### config.mk
export PLATFORM = sky130hd
export DESIGN_NAME = abu_address_breakpoint_unit
export DESIGN_NICKNAME = d
export VERILOG_FILES = /design/src/abu_pkg.sv /design/src/abu_address_breakpoint_unit.sv
export SDC_FILE = /design/constraint.sdc
export NUM_CORES = 1
export LEC_CHECK = 0
export BUFFER_PORTS_ARGS = -buffer_cell sky130_fd_sc_hd__buf_2
export CORE_ASPECT_RATIO = 1.4
export CORE_MARGIN = 2
export CORE_UTILIZATION = 28
export CTS_CLUSTER_DIAMETER = 30
export DETAILED_ROUTE_END_ITERATION = 10
export GPL_TIMING_DRIVEN = 0
export PLACE_DENSITY = 0.58
export SLEW_MARGIN = 10
export SYNTH_ARGS = -nofsm -noshare
export SYNTH_HDL_FRONTEND = slang
export SYNTH_SLANG_ARGS = --single-unit
### constraint.sdc
create_clock -name clk_sys -period 5.45 [get_ports clk_sys]
set_clock_uncertainty 0.2 [all_clocks]
set_input_delay 0 -clock clk_sys [delete_from_list [all_inputs] [get_ports clk_sys]]
set_output_delay 0 -clock clk_sys [all_outputs]
set_load 0.1 [all_outputs]
### src/abu_pkg.sv
`default_nettype none
// ----------------------------------------------------------------------------
// shared constants of the address breakpoint unit
// ----------------------------------------------------------------------------
package abu_pkg;

  // register indices, byte address is four times the index
  localparam logic [15:0] ABU_IDX_LOWPOWER_STATUS = 16'hfe00;
  localparam logic [15:0] ABU_IDX_FLAG_CLEAR_CTRL = 16'hfe03;
  localparam logic [15:0] ABU_IDX_BP_ADDR_HIGH    = 16'hfe0c;
  localparam logic [15:0] ABU_IDX_BP_ADDR_LOW     = 16'hfe0d;
  localparam logic [15:0] ABU_IDX_CONTROL_STATUS  = 16'hfe0e;
  localparam logic [15:0] ABU_IDX_IRQ_STATUS      = 16'hfe10;
  localparam logic [15:0] ABU_IDX_IRQ_MASK        = 16'hfe11;

  // bus geometry
  localparam int          ABU_ADDR_W   = 18;
  localparam int          ABU_IDX_LSB  = 2;

  // field positions
  localparam int          ABU_BIT_BREAKPOINT_ENABLE = 7;
  localparam int          ABU_BIT_BREAK_ACTIVE      = 6;
  localparam int          ABU_BIT_LOWPOWER_EXIT     = 1;
  localparam int          ABU_BIT_CLEAR_IN_BREAK    = 7;
  localparam int          ABU_BIT_IRQ_BREAK_TAKEN   = 0;
  localparam int          ABU_BIT_IRQ_LOWPOWER_EXIT = 1;
  localparam int          ABU_IRQ_W                 = 2;

  // values after reset
  localparam logic [7:0]  ABU_RST_BYTE = 8'h00;
  localparam logic [ABU_IRQ_W-1:0] ABU_RST_IRQ = 2'h0;

  // break vectors, normal and monitor mode
  localparam logic [15:0] ABU_VECTOR_NORMAL  = 16'hfffc;
  localparam logic [15:0] ABU_VECTOR_MONITOR = 16'hfefc;

  // bus answer latency, wait cycles before waitrequest drops
  localparam int          ABU_BUS_WAIT_CYCLES = 1;

  // synchroniser depth for pin inputs
  localparam int          ABU_SYNC_STAGES = 3;

endpackage
`default_nettype wire

### src/abu_address_breakpoint_unit.sv
// Added by the designer: register access over Avalon-MM.
`timescale 1ns/100ps
`default_nettype none

// Overview of operation
// RL1: address match raises break request to cpu
// RL2: return from interrupt ends break state
// RL3: break loads soft interrupt opcode and vector
// RL4: break waits for current instruction end
// RL5: match on last cycle breaks at once
// RL6: timer counters halted during break state
// RL7: watchdog disabled in break with test voltage
// RL8: comparison keeps working during wait mode
// RL9: break in stop exits and sets flag
// RL10: control bit 7 enables address match breaks
// RL11: break active bit set on address match
// RL12: writing one to break active forces break
// RL13: software clears break active before leaving
// RL14: two byte registers hold breakpoint address
// RL15: lowpower exit flag, cleared by writing zero
// RL16: software may rewind return address by one
// RL17: clear enable bit gates status clears in break
// RL18: break state exported to suppress status clearing
module abu_address_breakpoint_unit
  import abu_pkg::*;
#(
  parameter logic [7:0] SOFT_INTERRUPT_OPCODE = 8'h00  // value arbitrary, set by integration
) (
  input  wire logic                  clk_sys,
  input  wire logic                  resetn,
  // avalon-mm slave
  input  wire logic [ABU_ADDR_W-1:0] avs_address,
  input  wire logic                  avs_read,
  input  wire logic                  avs_write,
  input  wire logic [31:0]           avs_writedata,
  input  wire logic [3:0]            avs_byteenable,
  output logic      [31:0]           avs_readdata,
  output logic                       avs_waitrequest,
  // cpu side
  input  wire logic [15:0]           cpu_address,
  input  wire logic                  cpu_address_valid,
  input  wire logic                  cpu_instruction_end,
  input  wire logic                  cpu_rti_executed,
  input  wire logic                  cpu_in_wait,
  input  wire logic                  cpu_in_stop,
  input  wire logic                  monitor_mode,
  input  wire logic                  test_voltage_level,
  output logic                       break_request,
  output logic                       break_take,
  output logic      [7:0]            break_opcode,
  output logic      [15:0]           break_vector,
  output logic                       lowpower_wake,
  // system side
  output logic                       break_state,
  output logic                       timer_module_halt,
  output logic                       watchdog_unit_disable,
  output logic                       status_clear_inhibit,
  output logic                       irq
);

  // --------------------------------------------------------------------------
  // register state
  // --------------------------------------------------------------------------
  logic [7:0]           bp_high_reg;
  logic [7:0]           bp_low_reg;
  logic                 breakpoint_enable_reg;
  logic                 break_active_reg;
  logic                 lowpower_exit_flag_reg;
  logic                 clear_in_break_enable_reg;
  logic [ABU_IRQ_W-1:0] irq_status_reg;
  logic [ABU_IRQ_W-1:0] irq_mask_reg;
  logic                 break_pending_reg;
  logic                 break_state_reg;
  logic                 bus_ack_reg;
  logic [31:0]          readdata_reg;
  logic [7:0]           break_opcode_reg;
  logic [15:0]          break_vector_reg;

  // --------------------------------------------------------------------------
  // bus decode
  // --------------------------------------------------------------------------
  logic [15:0]          bus_index;
  logic                 bus_fire_wr;
  logic                 bus_lane0;
  logic [7:0]           wr_byte;
  logic                 sel_lowpower;
  logic                 sel_flag_ctrl;
  logic                 sel_bp_high;
  logic                 sel_bp_low;
  logic                 sel_ctrl_status;
  logic                 sel_irq_status;
  logic                 sel_irq_mask;

  assign bus_index = avs_address[ABU_ADDR_W-1:ABU_IDX_LSB];
  assign bus_lane0 = avs_byteenable[0];
  assign wr_byte   = avs_writedata[7:0];

  // one wait cycle first
  // then the access completes with waitrequest low
  assign avs_waitrequest = (avs_read | avs_write) & ~bus_ack_reg;
  assign bus_fire_wr     = avs_write & bus_ack_reg & bus_lane0;
  assign avs_readdata    = readdata_reg;

  // address decoding
  always_comb begin
    sel_lowpower    = 1'b0;
    sel_flag_ctrl   = 1'b0;
    sel_bp_high     = 1'b0;
    sel_bp_low      = 1'b0;
    sel_ctrl_status = 1'b0;
    sel_irq_status  = 1'b0;
    sel_irq_mask    = 1'b0;
    if (bus_index == ABU_IDX_LOWPOWER_STATUS) begin
      sel_lowpower = 1'b1;
    end else if (bus_index == ABU_IDX_FLAG_CLEAR_CTRL) begin
      sel_flag_ctrl = 1'b1;
    end else if (bus_index == ABU_IDX_BP_ADDR_HIGH) begin
      sel_bp_high = 1'b1;
    end else if (bus_index == ABU_IDX_BP_ADDR_LOW) begin
      sel_bp_low = 1'b1;
    end else if (bus_index == ABU_IDX_CONTROL_STATUS) begin
      sel_ctrl_status = 1'b1;
    end else if (bus_index == ABU_IDX_IRQ_STATUS) begin
      sel_irq_status = 1'b1;
    end else if (bus_index == ABU_IDX_IRQ_MASK) begin
      sel_irq_mask = 1'b1;
    end
  end

  // --------------------------------------------------------------------------
  // test voltage synchroniser
  // --------------------------------------------------------------------------
  logic [ABU_SYNC_STAGES-1:0] tst_sync_reg;
  logic                       tst_level_reg;

  // three stages
  // a change is accepted once the last two agree
  always_ff @(posedge clk_sys or negedge resetn) begin
    if (!resetn) begin
      tst_sync_reg  <= '0;
      tst_level_reg <= 1'b0;
    end else begin
      tst_sync_reg <= {tst_sync_reg[ABU_SYNC_STAGES-2:0], test_voltage_level};
      if (tst_sync_reg[1] == tst_sync_reg[2]) begin
        tst_level_reg <= tst_sync_reg[2];
      end
    end
  end

  // --------------------------------------------------------------------------
  // break detection and sequencing
  // --------------------------------------------------------------------------
  logic                 address_match;
  logic                 sw_force;
  logic                 sw_clear_active;
  logic                 break_cause;
  logic                 low_power;
  logic                 take_now;

  // compare runs in every mode, wait included
  // so that a match can end wait
  assign address_match = breakpoint_enable_reg & cpu_address_valid
                       & (cpu_address == {bp_high_reg, bp_low_reg});    // RL1 RL8 RL10 RL14

  assign sw_force        = bus_fire_wr & sel_ctrl_status
                         & wr_byte[ABU_BIT_BREAK_ACTIVE];               // RL12
  assign sw_clear_active = bus_fire_wr & sel_ctrl_status
                         & ~wr_byte[ABU_BIT_BREAK_ACTIVE];
  assign break_cause     = address_match | sw_force;
  assign low_power       = cpu_in_wait | cpu_in_stop;

  // taken only at an instruction boundary, or at once in wait or stop
  // where no instruction runs; a match on the last cycle is taken directly
  assign take_now = (break_pending_reg | break_cause) & ~break_state_reg
                  & (cpu_instruction_end | low_power);                  // RL4 RL5

  // request stays up from the cause
  // until the cpu takes the break
  assign break_request = (break_pending_reg | break_cause) & ~break_state_reg; // RL1
  assign break_take    = take_now;
  assign lowpower_wake = break_request & low_power;                     // RL8 RL9

  // pending request
  // held across a multi-cycle instruction
  always_ff @(posedge clk_sys or negedge resetn) begin
    if (!resetn) begin
      break_pending_reg <= 1'b0;
    end else if (take_now) begin
      break_pending_reg <= 1'b0;
    end else if (break_cause & ~break_state_reg) begin
      break_pending_reg <= 1'b1;                                        // RL4
    end
  end

  // break state, left only by the return from interrupt
  always_ff @(posedge clk_sys or negedge resetn) begin
    if (!resetn) begin
      break_state_reg <= 1'b0;
    end else if (take_now) begin
      break_state_reg <= 1'b1;
    end else if (cpu_rti_executed) begin
      break_state_reg <= 1'b0;                                          // RL2
    end
  end

  // opcode and vector for the sequencer
  // registered at the take
  always_ff @(posedge clk_sys or negedge resetn) begin
    if (!resetn) begin
      break_opcode_reg <= ABU_RST_BYTE;
      break_vector_reg <= ABU_VECTOR_NORMAL;
    end else if (take_now) begin
      break_opcode_reg <= SOFT_INTERRUPT_OPCODE;                        // RL3
      break_vector_reg <= monitor_mode ? ABU_VECTOR_MONITOR
                                       : ABU_VECTOR_NORMAL;             // RL3
    end
  end

  assign break_opcode = break_opcode_reg;
  assign break_vector = break_vector_reg;

  // --------------------------------------------------------------------------
  // effects on other modules
  // --------------------------------------------------------------------------
  // status clears elsewhere are held off
  // unless software enables them
  assign break_state           = break_state_reg;                       // RL18
  assign timer_module_halt     = break_state_reg;                       // RL6
  assign watchdog_unit_disable = break_state_reg & tst_level_reg;       // RL7
  assign status_clear_inhibit  = break_state_reg
                               & ~clear_in_break_enable_reg;            // RL17 RL18

  // --------------------------------------------------------------------------
  // software registers
  // --------------------------------------------------------------------------
  // breakpoint address bytes
  always_ff @(posedge clk_sys or negedge resetn) begin
    if (!resetn) begin
      bp_high_reg <= ABU_RST_BYTE;
      bp_low_reg  <= ABU_RST_BYTE;
    end else begin
      if (bus_fire_wr & sel_bp_high) begin
        bp_high_reg <= wr_byte;                                         // RL14
      end
      if (bus_fire_wr & sel_bp_low) begin
        bp_low_reg <= wr_byte;                                          // RL14
      end
    end
  end

  // match enable
  always_ff @(posedge clk_sys or negedge resetn) begin
    if (!resetn) begin
      breakpoint_enable_reg <= 1'b0;
    end else if (bus_fire_wr & sel_ctrl_status) begin
      breakpoint_enable_reg <= wr_byte[ABU_BIT_BREAKPOINT_ENABLE];      // RL10
    end
  end

  // break active: set by match or force
  // a simultaneous clear loses
  always_ff @(posedge clk_sys or negedge resetn) begin
    if (!resetn) begin
      break_active_reg <= 1'b0;
    end else if (break_cause) begin
      break_active_reg <= 1'b1;                                         // RL11 RL12
    end else if (sw_clear_active) begin
      break_active_reg <= 1'b0;                                         // RL13
    end
  end

  // lowpower exit flag
  // set when a break ends wait or stop
  always_ff @(posedge clk_sys or negedge resetn) begin
    if (!resetn) begin
      lowpower_exit_flag_reg <= 1'b0;
    end else if (take_now & low_power) begin
      lowpower_exit_flag_reg <= 1'b1;                                   // RL9 RL15
    end else if (bus_fire_wr & sel_lowpower & ~wr_byte[ABU_BIT_LOWPOWER_EXIT]) begin
      lowpower_exit_flag_reg <= 1'b0;                                   // RL15
    end
  end

  // clear enable during break
  always_ff @(posedge clk_sys or negedge resetn) begin
    if (!resetn) begin
      clear_in_break_enable_reg <= 1'b0;
    end else if (bus_fire_wr & sel_flag_ctrl) begin
      clear_in_break_enable_reg <= wr_byte[ABU_BIT_CLEAR_IN_BREAK];     // RL17
    end
  end

  // --------------------------------------------------------------------------
  // interrupt status and mask
  // --------------------------------------------------------------------------
  logic [ABU_IRQ_W-1:0] irq_events;
  logic [ABU_IRQ_W-1:0] irq_w1c;

  assign irq_events = {take_now & low_power, take_now};
  assign irq_w1c    = (bus_fire_wr & sel_irq_status) ? wr_byte[ABU_IRQ_W-1:0]
                                                     : ABU_RST_IRQ;

  // sticky bits
  // a new event outranks a write-one clear in the same cycle
  always_ff @(posedge clk_sys or negedge resetn) begin
    if (!resetn) begin
      irq_status_reg <= ABU_RST_IRQ;
    end else begin
      irq_status_reg <= (irq_status_reg & ~irq_w1c) | irq_events;
    end
  end

  // mask
  // a one enables the bit onto the interrupt line
  always_ff @(posedge clk_sys or negedge resetn) begin
    if (!resetn) begin
      irq_mask_reg <= ABU_RST_IRQ;
    end else if (bus_fire_wr & sel_irq_mask) begin
      irq_mask_reg <= wr_byte[ABU_IRQ_W-1:0];
    end
  end

  assign irq = |(irq_status_reg & irq_mask_reg);

  // --------------------------------------------------------------------------
  // bus answer
  // --------------------------------------------------------------------------
  logic [7:0]           rd_byte;

  // read mux
  // reserved and unmapped locations read zero
  always_comb begin
    rd_byte = ABU_RST_BYTE;
    if (sel_lowpower) begin
      rd_byte[ABU_BIT_LOWPOWER_EXIT] = lowpower_exit_flag_reg;
    end else if (sel_flag_ctrl) begin
      rd_byte[ABU_BIT_CLEAR_IN_BREAK] = clear_in_break_enable_reg;
    end else if (sel_bp_high) begin
      rd_byte = bp_high_reg;
    end else if (sel_bp_low) begin
      rd_byte = bp_low_reg;
    end else if (sel_ctrl_status) begin
      rd_byte[ABU_BIT_BREAKPOINT_ENABLE] = breakpoint_enable_reg;
      rd_byte[ABU_BIT_BREAK_ACTIVE]      = break_active_reg;          // RL11
    end else if (sel_irq_status) begin
      rd_byte[ABU_IRQ_W-1:0] = irq_status_reg;
    end else if (sel_irq_mask) begin
      rd_byte[ABU_IRQ_W-1:0] = irq_mask_reg;
    end
  end

  // ack toggles up for exactly the completing cycle
  // never back to back
  always_ff @(posedge clk_sys or negedge resetn) begin
    if (!resetn) begin
      bus_ack_reg <= 1'b0;
    end else begin
      bus_ack_reg <= (avs_read | avs_write) & ~bus_ack_reg;
    end
  end

  // read data captured in the wait cycle
  // stands through the answer
  always_ff @(posedge clk_sys or negedge resetn) begin
    if (!resetn) begin
      readdata_reg <= '0;
    end else if (avs_read & ~bus_ack_reg) begin
      readdata_reg <= {24'h000000, rd_byte};
    end
  end

endmodule
`default_nettype wire

Yosys cells after proc, flatten, opt, wreduce, memory -nomap -nowiden
Cells that the tools add are included.

storage, ports and cells
  register bits after elaboration = 55
  bits in latches = 0
  bits in writable memories = 0
  ROM bits = 0
  input port bits = 81
  output and inout bits = 65
  logic and storage cells = 117
  memories = 0

cells by class
  add/sub/neg operators = 0
  multipliers = 0
  divide/modulo/power cells = 0
  magnitude comparators = 0
  equal/unequal tests = 9
  shifts and indexed selects = 0
  mux-type cells = 51
  bitwise logic cells = 37
  reduce and logical (&&, ||, !) cells = 5

operators with widths
  cell                    count
  $eq A16 B16 Y1 const B  7
  $mux W1                 39
  $and A1 B1 Y1           23
  $eq A16 B16 Y1          1
  $mux W2                 7
  $mux W9                 1
  $mux W8                 1
  $reduce_bool A2 Y1      4
  $mux W7                 1
  $mux W6                 1
  $not A1 Y1              5
  $or A1 B1 Y1            5
  $and A2 B2 Y2           2
  $mux W4                 1
  $not A2 Y2              1
  $or A2 B2 Y2            1
  $reduce_or A2 Y1        1
  $eq A1 B1 Y1            1

Logic depth before layout (Yosys ltp)
Gate-level depths: netlist (run 1).

  depth after elaboration = 15
  mapped depth = 7

Worst setup path before layout (run 1)
OpenSTA, ideal clock, no wires.

  path kind = reg2reg
  start = register bp_low_reg[7]
  end = register lowpower_exit_flag_reg
  setup time = 73 ps
  arrival time = 2,502 ps
  required time = 5,177 ps
  path slack = 2,676 ps
  stages on the path, launching flop included = 7
  path through = dfrtp_1 > xnor2_1 > nand4_1 > nor3_1 > a21oi_1 > nor3_2 > nand2b_1

between the ends
  cells in the longest elaborated chain, start to end = 8
  elaborated cells between the ends (all ways) = 9
  those cells by class = eq/ne (1); mux (1); bitwise (6); reduce/logical (1)

ends and longest elaborated chain
  element                                               RTL line                            RTL
  from (decl)                                           abu_address_breakpoint_unit.sv:65   logic [7:0] bp_low_reg;
  from (signal assigned)                                abu_address_breakpoint_unit.sv:246  bp_low_reg <= wr_byte;
  $eq A16 B16 Y1 *                                      abu_address_breakpoint_unit.sv:163  & (cpu_address == {bp_high_reg, bp_low_reg});
  $and A1 B1 Y1 *                                       abu_address_breakpoint_unit.sv:163
  $or A1 B1 Y1 *                                        abu_address_breakpoint_unit.sv:169  assign break_cause = address_match | sw_force;
  $or A1 B1 Y1 *                                        abu_address_breakpoint_unit.sv:174  assign take_now = (break_pending_reg | break_cause) & ~break_state_reg
  $and A1 B1 Y1 *                                       abu_address_breakpoint_unit.sv:174
  $and A1 B1 Y1 *                                       abu_address_breakpoint_unit.sv:175  & (cpu_instruction_end | low_power);
  $and A1 B1 Y1 *                                       abu_address_breakpoint_unit.sv:277  end else if (take_now & low_power) begin
  $mux W1 / $reduce_bool A2 Y1 (equally long branches)  n/a
  to (signal assigned)                                  abu_address_breakpoint_unit.sv:276  lowpower_exit_flag_reg <= 1'b0;
  to (signal assigned)                                  abu_address_breakpoint_unit.sv:278  lowpower_exit_flag_reg <= 1'b1;
  to (signal assigned)                                  abu_address_breakpoint_unit.sv:280  lowpower_exit_flag_reg <= 1'b0;
  to (decl)                                             abu_address_breakpoint_unit.sv:68   logic lowpower_exit_flag_reg;

Mark *: on every way between the ends. The rest lies on a longest branch, timed or not.
A chain may end at the register's enable or synchronous reset.

Worst setup path after layout (run 1)
  start = input avs_address[6]
  end = register break_vector_reg[8], in the netlist break_vector[8]

between the ends
  cells in the longest elaborated chain, start to end = 12
  elaborated cells between the ends (all ways) = 16
  those cells by class = eq/ne (5); mux (5); bitwise (6)

ends and longest elaborated chain
  element               RTL line                            RTL
  from (decl)           abu_address_breakpoint_unit.sv:32   input wire logic [ABU_ADDR_W-1:0] avs_address,
  $eq A16 B16 Y1        abu_address_breakpoint_unit.sv:121  end else if (bus_index == ABU_IDX_CONTROL_STATUS) begin
  $mux W1               abu_address_breakpoint_unit.sv:121
  $mux W1               abu_address_breakpoint_unit.sv:119  end else if (bus_index == ABU_IDX_BP_ADDR_LOW) begin
  $mux W1               abu_address_breakpoint_unit.sv:117  end else if (bus_index == ABU_IDX_BP_ADDR_HIGH) begin
  $mux W1               abu_address_breakpoint_unit.sv:115  end else if (bus_index == ABU_IDX_FLAG_CLEAR_CTRL) begin
  $mux W1 *             abu_address_breakpoint_unit.sv:113  if (bus_index == ABU_IDX_LOWPOWER_STATUS) begin
  $and A1 B1 Y1 *       abu_address_breakpoint_unit.sv:165  assign sw_force = bus_fire_wr & sel_ctrl_status
  $and A1 B1 Y1 *       abu_address_breakpoint_unit.sv:166  & wr_byte[ABU_BIT_BREAK_ACTIVE];
  $or A1 B1 Y1 *        abu_address_breakpoint_unit.sv:169
  $or A1 B1 Y1 *        abu_address_breakpoint_unit.sv:174
  $and A1 B1 Y1 *       abu_address_breakpoint_unit.sv:174
  $and A1 B1 Y1 *       abu_address_breakpoint_unit.sv:175
  to (signal assigned)  abu_address_breakpoint_unit.sv:214  break_vector_reg <= monitor_mode ? ABU_VECTOR_MONITOR
  to (decl)             abu_address_breakpoint_unit.sv:77   logic [15:0] break_vector_reg;

Marks and branches as above.

==> results.txt, run 1 <==
Clock Pin Slew Worst Setup and Hold Paths: 0.05 ns
final number of hold-violating endpoints: 0
Hold WC Path Type: in -> reg
FF/Latch Area: 1000 um^2
H-tree Lvls: 2
Syn Inst Count: 244
Routed Wire Length: 6220 um
GRT overflow: 0
critical-path cell list: dlygate4sd3_1 > buf_2 > nor4_1 > a41o_1 > a21oi_1 > nor3_4 > mux2i_1 > dlygate4sd3_1
dpl hpwl: 4830 um
vias per inst: 4.22
first-pass GRT wire length: 9860 um
layout cells sized above 1: 0.413
Fill cells: 869
outcome: complete, no violations
Post-Place Cells: 461
post-layout util: 0.415
Initial Util: 0.291
IO Count: 146
EDFF count, synth: 0
Clk Latency, worst-skew pair: 0.28 ns
CTS tree: built
# resized after CTS: 0
minimum clock period: 2.78 ns
Pwr Total: 930 uW
Seq/Total Area, Yosys: 0.398
final setup fails: 0
GPL Wtd Cong: 0.790
Yosys Warn Count: 0
LEAKAGE: 1.82 nW
Layout Cells excl Fill: 495
max_cap viols: 0
Top FF cell, synth: dfrtp_1
initial antenna violation count: 0
Area after DPL: 3150 um^2
Max stage delay cell, worst path: nor4_1
Layout area overhead: 42.9%
most used cell, CP: dlygate4sd3_1
NumNets Final: 470
#FFs+latches synth: 40
die footprint: 9770 um^2
Critical Path RT: 5.47 ns
Cell Int Power: 608 uW
VDD IR max: 0.126 mV
CP Max Fanout: 5
Total GRT Usage: 0.127
CTS Buf Count: 5
DR WL/cell: 12.6 um
chip width: 84.1 um
Critical Path End Type: register
Max clock buf depth: 2
combinational share of power: 0.289
Mapped Area: 2520 um^2
Core ar.: 8660 um^2
number of global-route vias before repair: 2008
Async SR Flop Fraction: 1.00
largest net degree at the start of global routing: 41
Fin Hold WS: 0.0153 ns
Switch Pwr: 321 uW
Setup CP Type: in -> reg
Distinct cells, synth: 51
RSZ-0062 raised after global routing: no
Slew @ Worst Pin: 0.884 ns
dpl ws: 3.01 ns
clock root buffer: clkbuf_16
Routed Antenna Nets: 0
worst setup margin: 2.67 ns
DRC Markers: 0
PwrDens: 259 nW/um^2
TNS Setup: 0 ns
antenna cell count: 0
PortBufs: 67
Synth Area per Inst: 10.3 um^2
Rel. slew slack: 0.411
power share of the sequential group: 0.330
crit-path leading delay family: buffers and inverters
Clk network pwr share: 0.381
CP max stage delay: 0.64 ns
DRT iter0 DRCs: 69
Final Cell Area: 3590 um^2
crit path launch type: input port
most frequent cells in the layout: buf_2, buf_4, conb_1
row count: 40
drt pass-1 iters: 4
switch share: 0.345
commonest non-fill, non-tap cell in the layout: buf_2
vias: 2090
critical path data arrival time: 2.80 ns
Tcrit/Tclk final: 0.510
Peak Freq: 0.360 GHz
clock sinks: 40
Die H: 116 um
Final Slew Violations: 0
area of the multi-input gates: 1280 um^2
crit path buf inv count: 3
## path summary, 6_finish.rpt
check | slack, ns | endpoint | cells past startpoint | start
min reg2reg | 0.15 | tst_sync_reg[1] | 0 | tst_sync_reg[0]
min | 0.02 | irq_status_reg[0] | 4 | cpu_in_stop
max reg2reg | 2.78 | lowpower_exit_flag_reg | 7 | bus_ack_reg
min in group asynchronous | 0.18 | tst_sync_reg[1] | 2 | resetn
max in group asynchronous | 4.31 | bp_high_reg[3] | 2 | resetn
max | 2.67 | break_vector[8] | 8 | avs_address[6]
## power by group through the flow
| stage | combinational (mW) | clock, mW | sequential [mW] |
|---|---|---|---|
| global route | 0.280 | 0.379 | 0.307 |
| floorplan | 0.200 | 0 | 0.327 |
| CTS | 0.268 | 0.361 | 0.307 |
| global placement | 0.253 | 0 | 0.312 |
| detailed placement | 0.254 | 0 | 0.312 |
| finish | 0.269 | 0.354 | 0.307 |
## tightest hold or removal path, cell delays in order
cell and delay [ns]:
buf_2 0.09, nor3_1 0.07, nor3_4 0.19, a21o_1 0.11
## what timing repair did
action,in CTS,in global routing
hold buffers,26,0
endpoints found under the hold margin,73,0
buffers inserted,0,0
endpoints found under the setup margin,0,0
## cells by family (layout without fill, tap and decap cells)
logic type               after synthesis  in the layout  synth area share
AO/OA/AOI/OAI                         31             31            0.0855
XOR/XNOR                              16             16            0.0557
adder cells (fa/ha/maj)                1              1           0.00398
buffers and inverters                 58            159             0.161
flip-flops                            40             40             0.398
multiplexers                          27             27             0.117
other                                  2             47           0.00298
AND/OR/NAND/NOR                       69             69             0.175
## cell type report
class / instances / area share
Timing Repair Buffer: 93 / 0.166
Sequential cell: 40 / 0.279
Clock inverter: 1 / 0.00835
Tap cell: 105 / 0.0365
Buffer: 54 / 0.109
Multi-Input combinational cell: 191 / 0.355
Inverter: 4 / 0.00418
Clock buffer: 7 / 0.0425
## cells in the mapped netlist (all sizes together), types with 2 or more instances
| cell | number | area (um^2) |
|---|---|---|
| a21oi | 8 | 43.8 |
| nor2b | 2 | 12.5 |
| clkbuf | 4 | 15.0 |
| or4 | 3 | 31.3 |
| and3 | 2 | 12.5 |
| nor4 | 3 | 33.8 |
| xnor2 | 16 | 140 |
| nand2b | 3 | 18.8 |
| buf | 50 | 375 |
| nand3 | 5 | 25.0 |
| nor3 | 7 | 56.3 |
| mux2i | 7 | 70.1 |
| o31ai | 5 | 37.5 |
| o2bb2ai | 2 | 17.5 |
| nand2 | 18 | 67.6 |
| o21ai | 4 | 20.0 |
| dfrtp | 39 | 976 |
| inv | 4 | 15.0 |
| nor2 | 14 | 57.6 |
| nand4 | 4 | 31.3 |
| mux2 | 20 | 225 |
| conb | 2 | 7.51 |
| o41ai | 2 | 17.5 |
| a21o | 3 | 22.5 |
## per-layer routing
| layer | GRT usage | wire length, um | vias to the layer above |
|---|---|---|---|
| li1 | - | - | 1046 |
| met1 | 0.144 | 2370 | 952 |
| met2 | 0.225 | 3280 | 80 |
| met3 | 0.0226 | 386 | 12 |
| met4 | 0.0742 | 184 | 0 |
| met5 | 0 | 0 | - |
Power figures use the tool's default switching activity.
==> inputs of run 2 (changes only) <==
- ABC_AREA: not set -> 1
- PLACE_DENSITY: 0.58 -> 0.57
- clock period: 5.45 -> 2.75 ns (I/O delays scaled with it)
==> run 2 against run 1 <==
  * Global-route usage is 0.49 points higher
  * Sequential cell count stayed put
  * Highest routed layer unchanged
  * Die area is 8.6% higher
  * Utilization is 1.4 points lower
  * Count of clock-buffer cells in the layout is 1 lower
  * Worst hold slack worse by 0.0080 ns
  * Largest cell class unchanged
  * Clock power is 65% higher
  * Critical path depth is 4 higher
  * Register-to-register slack worse by 2.3 ns
  * Synthesized cell count is 51% higher
  * Cell count is 31% higher
==> results.txt, run 2 <==
Yosys Warn Count: 0 (unchanged)
Layout Cells excl Fill: 646 (+31%)
worst setup path startpoint: bp_low_reg[3]
vias: 2546 (+22%)
final setup fails: 0 (unchanged)
clock root buffer: clkbuf_16
Synth Area per Inst: 7.45 um^2 (-28%)
Max clock buf depth: 2 (unchanged)
vias per inst: 3.94 (-6.7%)
minimum clock period: 2.35 ns
GRT overflow: 0 (unchanged)
Core ar.: 9510 um^2 (+9.9%)
Clock Pin Slew Worst Setup and Hold Paths: 0.06 ns (about the same)
Layout area overhead: 39.2%
CTS tree: built
number of global-route vias before repair: 2353 (+17%)
Critical R2R Capture: break_vector[8]
initial antenna violation count: 0 (unchanged)
Routed Wire Length: 6850 um (+10%)
PwrDens: 439 nW/um^2 (+70%)
outcome: complete, no violations
Peak Freq: 0.426 GHz
Setup CP Type: reg -> out
H-tree Lvls: 2 (unchanged)
PortBufs: 69 (+3.0%)
CTS Buf Count: 5 (unchanged)
layout cells sized above 1: 0.335 (-0.0782)
CP Max Fanout: 4 (-1)
Critical Path End Type: output pin
Total GRT Usage: 0.132 (+0.00490)
dpl hpwl: 5510 um (+14%)
Critical Path RT: 2.55 ns (-2.92 ns)
LEAKAGE: 2.20 nW (+21%)
clock sinks: 40 (unchanged)
RSZ-0062 raised after global routing: no
die footprint: 10600 um^2 (+8.6%)
first-pass GRT wire length: 10900 um (+10%)
DRC Markers: 0 (unchanged)
Distinct cells, synth: 35 (-31%)
largest net degree at the start of global routing: 41 (unchanged)
Async SR Flop Fraction: 1.00 (unchanged)
Mapped Area: 2740 um^2 (+9.0%)
Final Slew Violations: 0 (unchanged)
critical path data arrival time: 2.15 ns (-0.65 ns)
EDFF count, synth: 0 (unchanged)
synth cell count leaders: nand2_1, inv_1, buf_4, dfrtp_1, nor2_1
antenna cell count: 0 (unchanged)
Tcrit/Tclk final: 0.855
Slew @ Worst Pin: 0.896 ns (+0.0119 ns)
Rel. slew slack: 0.403 (-0.00794)
#FFs+latches synth: 40 (unchanged)
crit path launch type: register
DR WL/cell: 10.6 um (-16%)
IO Count: 146 (unchanged)
count leader, synth: nand2_1
Post-Place Cells: 614 (+33%)
Die H: 121 um (+4.3%)
row count: 42 (+5.0%)
Hold WC Path Type: in -> reg
final number of hold-violating endpoints: 0 (unchanged)
FF-to-FF path depth: 13 (+6)
TNS Setup: 0 ns (unchanged)
HP Start: cpu_address[12]
drt pass-1 iters: 6 (+2)
GPL Wtd Cong: 0.815 (+3.2%)
worst r2r src: bp_low_reg[3]
chip width: 87.6 um (+4.2%)
Routed Antenna Nets: 0 (unchanged)
post-synth top area cell: dfrtp_1
Top FF cell, synth: dfrtp_1
Syn Inst Count: 368 (+51%)
Synth area leaders: dfrtp_1, nand2_1, buf_4, inv_1, o21ai_2
Initial Util: 0.288 (-0.00226)
Worst setup endpoint: break_take
R2R Setup Slk: 0.44 ns (-2.34 ns)
VDD IR max: 0.199 mV (+58%)
DRT iter0 DRCs: 89 (+29%)
Clk Latency, worst-skew pair: 0.28 ns (about the same)
Seq/Total Area, Yosys: 0.365 (-0.0329)
max_cap viols: 0 (unchanged)
commonest non-fill, non-tap cell in the layout: nand2_1
NumNets Final: 594 (+26%)
Synth top area share: 0.356 (-0.0320)
most frequent cells in the layout: nand2_1, buf_2, inv_1
==> run 2: repair_timing <==
item | in CTS | in global routing
gates resized for setup | 0 | 3
hold buffers | 22 | 0
hold endpoints to repair | 74 | 0
buffers inserted | 0 | 3
setup endpoints to repair | 0 | 1
==> run 2: how the worst min path moves through the flow <==
stage	end	cells after the start
after floorplan	avs_readdata[0]	0
after global placement	tst_sync_reg[0]	1
after detailed placement	tst_sync_reg[0]	1
after CTS	clear_in_break_enable_reg	5
after global routing	clear_in_break_enable_reg	5
final	break_active_reg	6
==> run 2: cell families (layout without fill, tap and decap cells) <==
logic type	after synthesis	after routing	share of synthesized area
compound gates	40	40	0.100
simple gates	171	171	0.295
flops	40	40	0.365
xor+xnor	3	3	0.00958
fa+ha+maj	1	1	0.00365
other cells	2	47	0.00274
buf+inv	111	212	0.223
==> run 2: cell type report <==
cell class / count / area, um^2
fill: 982 / 5690
multi-input combinational: 262 / 1310
sequential: 40 / 1000
timing repair buffer: 93 / 578
buffer: 50 / 383
inverter: 61 / 229
tap: 132 / 165
clock buffer: 6 / 139
clock inverter: 2 / 10.0
==> run 2: routing by layer <==
metal | vias up | GRT usage | part of all wire
li1 | 1332 | - | -
met2 | 85 | 0.248 | 0.54
met3 | 8 | 0.0150 | 0.049
met1 | 1121 | 0.147 | 0.39
met4 | 0 | 0.0538 | 0.022
met5 | - | 0 | 0
==> run 2: through the flow <==
| stage | instance area (um^2) | setup WS [ns] | power [mW] | hold WS [ns] | utilization |
|---|---|---|---|---|---|
| final | 3820 | 0.400 | 1.68 | 0.00733 | 0.401 |
| after global routing | 3820 | 0.269 | 1.74 | 0.0569 | 0.401 |
| after floorplan | 2910 | 0.0515 | 1.01 | -0.496 | - |
| after CTS | 3790 | 0.0834 | 1.69 | 0.00756 | 0.399 |
| after detailed placement | 3420 | 0.737 | 1.08 | -0.0890 | 0.360 |
| after global placement | 3420 | 0.745 | 1.08 | -0.0896 | 0.360 |
==> run 2: critical path: stages, from the launching register on <==
cell	delay, ns
dfrtp_1	0.37
inv_1	0.06
nand2_1	0.05
o21ai_0	0.07
nor2_1	0.13
nand2_1	0.08
nor2_1	0.13
nand3_2	0.15
nand3_4	0.12
buf_4	0.11
nand3_2	0.09
inv_2	0.08
buf_2	0.42
==> run 2: power breakdown <==
group | switching [mW] | internal (mW) | total (mW)
sequential | 0.00446 | 0.595 | 0.600
combinational | 0.382 | 0.111 | 0.493
clock | 0.227 | 0.357 | 0.584
==> inputs of run 3 (changes only) <==
==> constraint.sdc (replaced) <==
create_clock -name clk_sys -period 2.75 [get_ports clk_sys]
set_clock_uncertainty 0.2 [all_clocks]
set_input_delay 0.55 -clock clk_sys [delete_from_list [all_inputs] [get_ports clk_sys]]
set_output_delay 0.55 -clock clk_sys [all_outputs]
set_load 0.1 [all_outputs]
==> run 3 against run 2 <==
  * Utilization fell by 0.95 points
  * Worst setup slack got worse by 0.31 ns
  * Critical path type is now in -> out
  * Die area did not move
  * Via count down 3.2%
  * Combinational power fell by 4%
==> results.txt, run 3 (same netlist as run 2, synthesis figures left out) <==
crit path launch type: input port
crit path buf inv count: 4 (unchanged)
Max stage delay cell, worst path: nand4_1
most frequent cells in the layout: nand2_1, buf_2, buf_4
clock root buffer: clkbuf_16
Initial Util: 0.288 (unchanged)
CTS Buf Count: 5 (unchanged)
Hold WC Path Type: reg -> reg
commonest non-fill, non-tap cell in the layout: nand2_1
final setup fails: 0 (unchanged)
chip width: 87.6 um (unchanged)
row count: 42 (unchanged)
DR WL/cell: 11.0 um (+3.6%)
FF/Latch Area: 1000 um^2 (+0.12%)
dpl ws: -0.230 ns (-0.968 ns)
Setup CP Type: in -> out
post-layout util: 0.392 (-0.00947)
clock sinks: 40 (unchanged)
Fill cells: 1018 (+3.7%)
vias: 2464 (-3.2%)
Critical Path RT: 2.00 ns (-0.55 ns)
final number of hold-violating endpoints: 0 (unchanged)
CTS tree: built
CP Max Fanout: 6 (+2)
VDD IR max: 0.272 mV (+37%)
critical-path cell list: buf_2 > nor2_4 > nand3_4 > nor2_4 > nand4_1 > nand3_4 > nand2_4 > inv_4 > nand2_4 > clkinvlp_4 > buf_12
area of the multi-input gates: 1340 um^2 (+1.8%)
Tcrit/Tclk final: 0.967 (+0.113)
WP depth: 11 (-1)
max_cap viols: 0 (unchanged)
Layout area overhead: 35.9%
Pwr Total: 1.78 mW (+5.9%)
FF-to-FF path depth: 9 (-4)
Fin Hold WS: 0.145 ns (+0.138 ns)
Clock Pin Slew Worst Setup and Hold Paths: 0.05 ns (about the same)
PortBufs: 69 (unchanged)
GRT overflow: 0 (unchanged)
Clk Latency, worst-skew pair: 0.28 ns (about the same)
Rel. slew slack: 0.384 (-0.0191)
initial antenna violation count: 0 (unchanged)
die footprint: 10600 um^2 (unchanged)
NumNets Final: 576 (-3.0%)
minimum clock period: 2.66 ns (+0.310 ns)
TNS Setup: 0 ns (unchanged)
Die H: 121 um (unchanged)
Max clock buf depth: 2 (unchanged)
largest net degree at the start of global routing: 41 (unchanged)
PwrDens: 476 nW/um^2 (+8.5%)
critical path data arrival time: 1.91 ns (-0.24 ns)
worst setup margin: 0.0895 ns (-0.310 ns)
LEAKAGE: 2.14 nW (-3.0%)
Routed Wire Length: 6900 um (+0.73%)
Layout Cells excl Fill: 628 (-2.8%)
Critical Path End Type: output pin
outcome: complete, no violations
drt pass-1 iters: 4 (-2)
hold_buf cts: 0 (-100%)
CP max stage delay: 0.20 ns (-0.22 ns)
Worst Hold Path Cells: 0 (-6)
Slew @ Worst Pin: 0.925 ns (+0.0286 ns)
crit-path leading delay family: simple AND/OR/NAND/NOR gates
Final Cell Area: 3730 um^2 (-2.4%)
DRT iter0 DRCs: 75 (-16%)
Peak Freq: 0.376 GHz (-12%)
IO Count: 146 (unchanged)
GPL Wtd Cong: 0.826 (+1.3%)
Final Slew Violations: 0 (unchanged)
vias per inst: 3.92 (-0.45%)
Core ar.: 9510 um^2 (unchanged)
Total GRT Usage: 0.128 (-0.00408)
layout cells sized above 1: 0.367 (+0.0323)
number of global-route vias before repair: 2214 (-5.9%)
H-tree Lvls: 2 (unchanged)
antenna cell count: 0 (unchanged)
first-pass GRT wire length: 10400 um (-3.8%)
Area after DPL: 3440 um^2 (+0.40%)
dpl hpwl: 5600 um (+1.7%)
Routed Antenna Nets: 0 (unchanged)
Post-Place Cells: 614 (unchanged)
DRC Markers: 0 (unchanged)
## run 3: routing by layer
layer | track usage | wire length [um] | up-vias | share of wire
met2 | 0.241 | 3750 | 78 | 0.54
li1 | - | - | 1292 | -
met4 | 0.0404 | 89 | 0 | 0.013
met3 | 0.0224 | 404 | 6 | 0.059
met1 | 0.141 | 2660 | 1088 | 0.38
met5 | 0 | 0 | - | 0
## run 3: repair_timing
action	4_1_cts	5_1_grt
endpoints found under the setup margin	3	3
hold endpoints to repair	0	0
buffers inserted	0	6
gates resized for setup	5	13
pin swaps	0	5
## run 3: final cells by class
cell class              count  share of cell area
multi-input cells         262               0.358
well taps                 132              0.0443
clock inverters             1             0.00805
clock buffers               7              0.0409
plain buffers              50               0.103
inverters                  61              0.0631
repair buffers             75               0.113
flip-flops and latches     40               0.269
## run 3: path summary, 6_finish.rpt
| kind | to | slack, ns | start |
|---|---|---|---|
| setup / recovery | lowpower_wake | 0.09 | avs_address[6] |
| hold / removal | tst_sync_reg[1] | 0.14 | tst_sync_reg[0] |
| setup reg to reg | irq_status_reg[1] | 0.96 | bus_ack_reg |
| hold reg to reg | tst_sync_reg[1] | 0.14 | tst_sync_reg[0] |
| max in group asynchronous | break_state | 1.50 | resetn |
| min in group asynchronous | avs_readdata[5] | 0.21 | resetn |
## run 3: report_power, final
group	total [mW]	leakage, nW	internal [mW]	switching (mW)
clock	0.702	0.0901	0.477	0.225
sequential	0.600	0.537	0.595	0.00487
combinational	0.474	1.51	0.0934	0.381
total	1.78	2.14	1.17	0.610
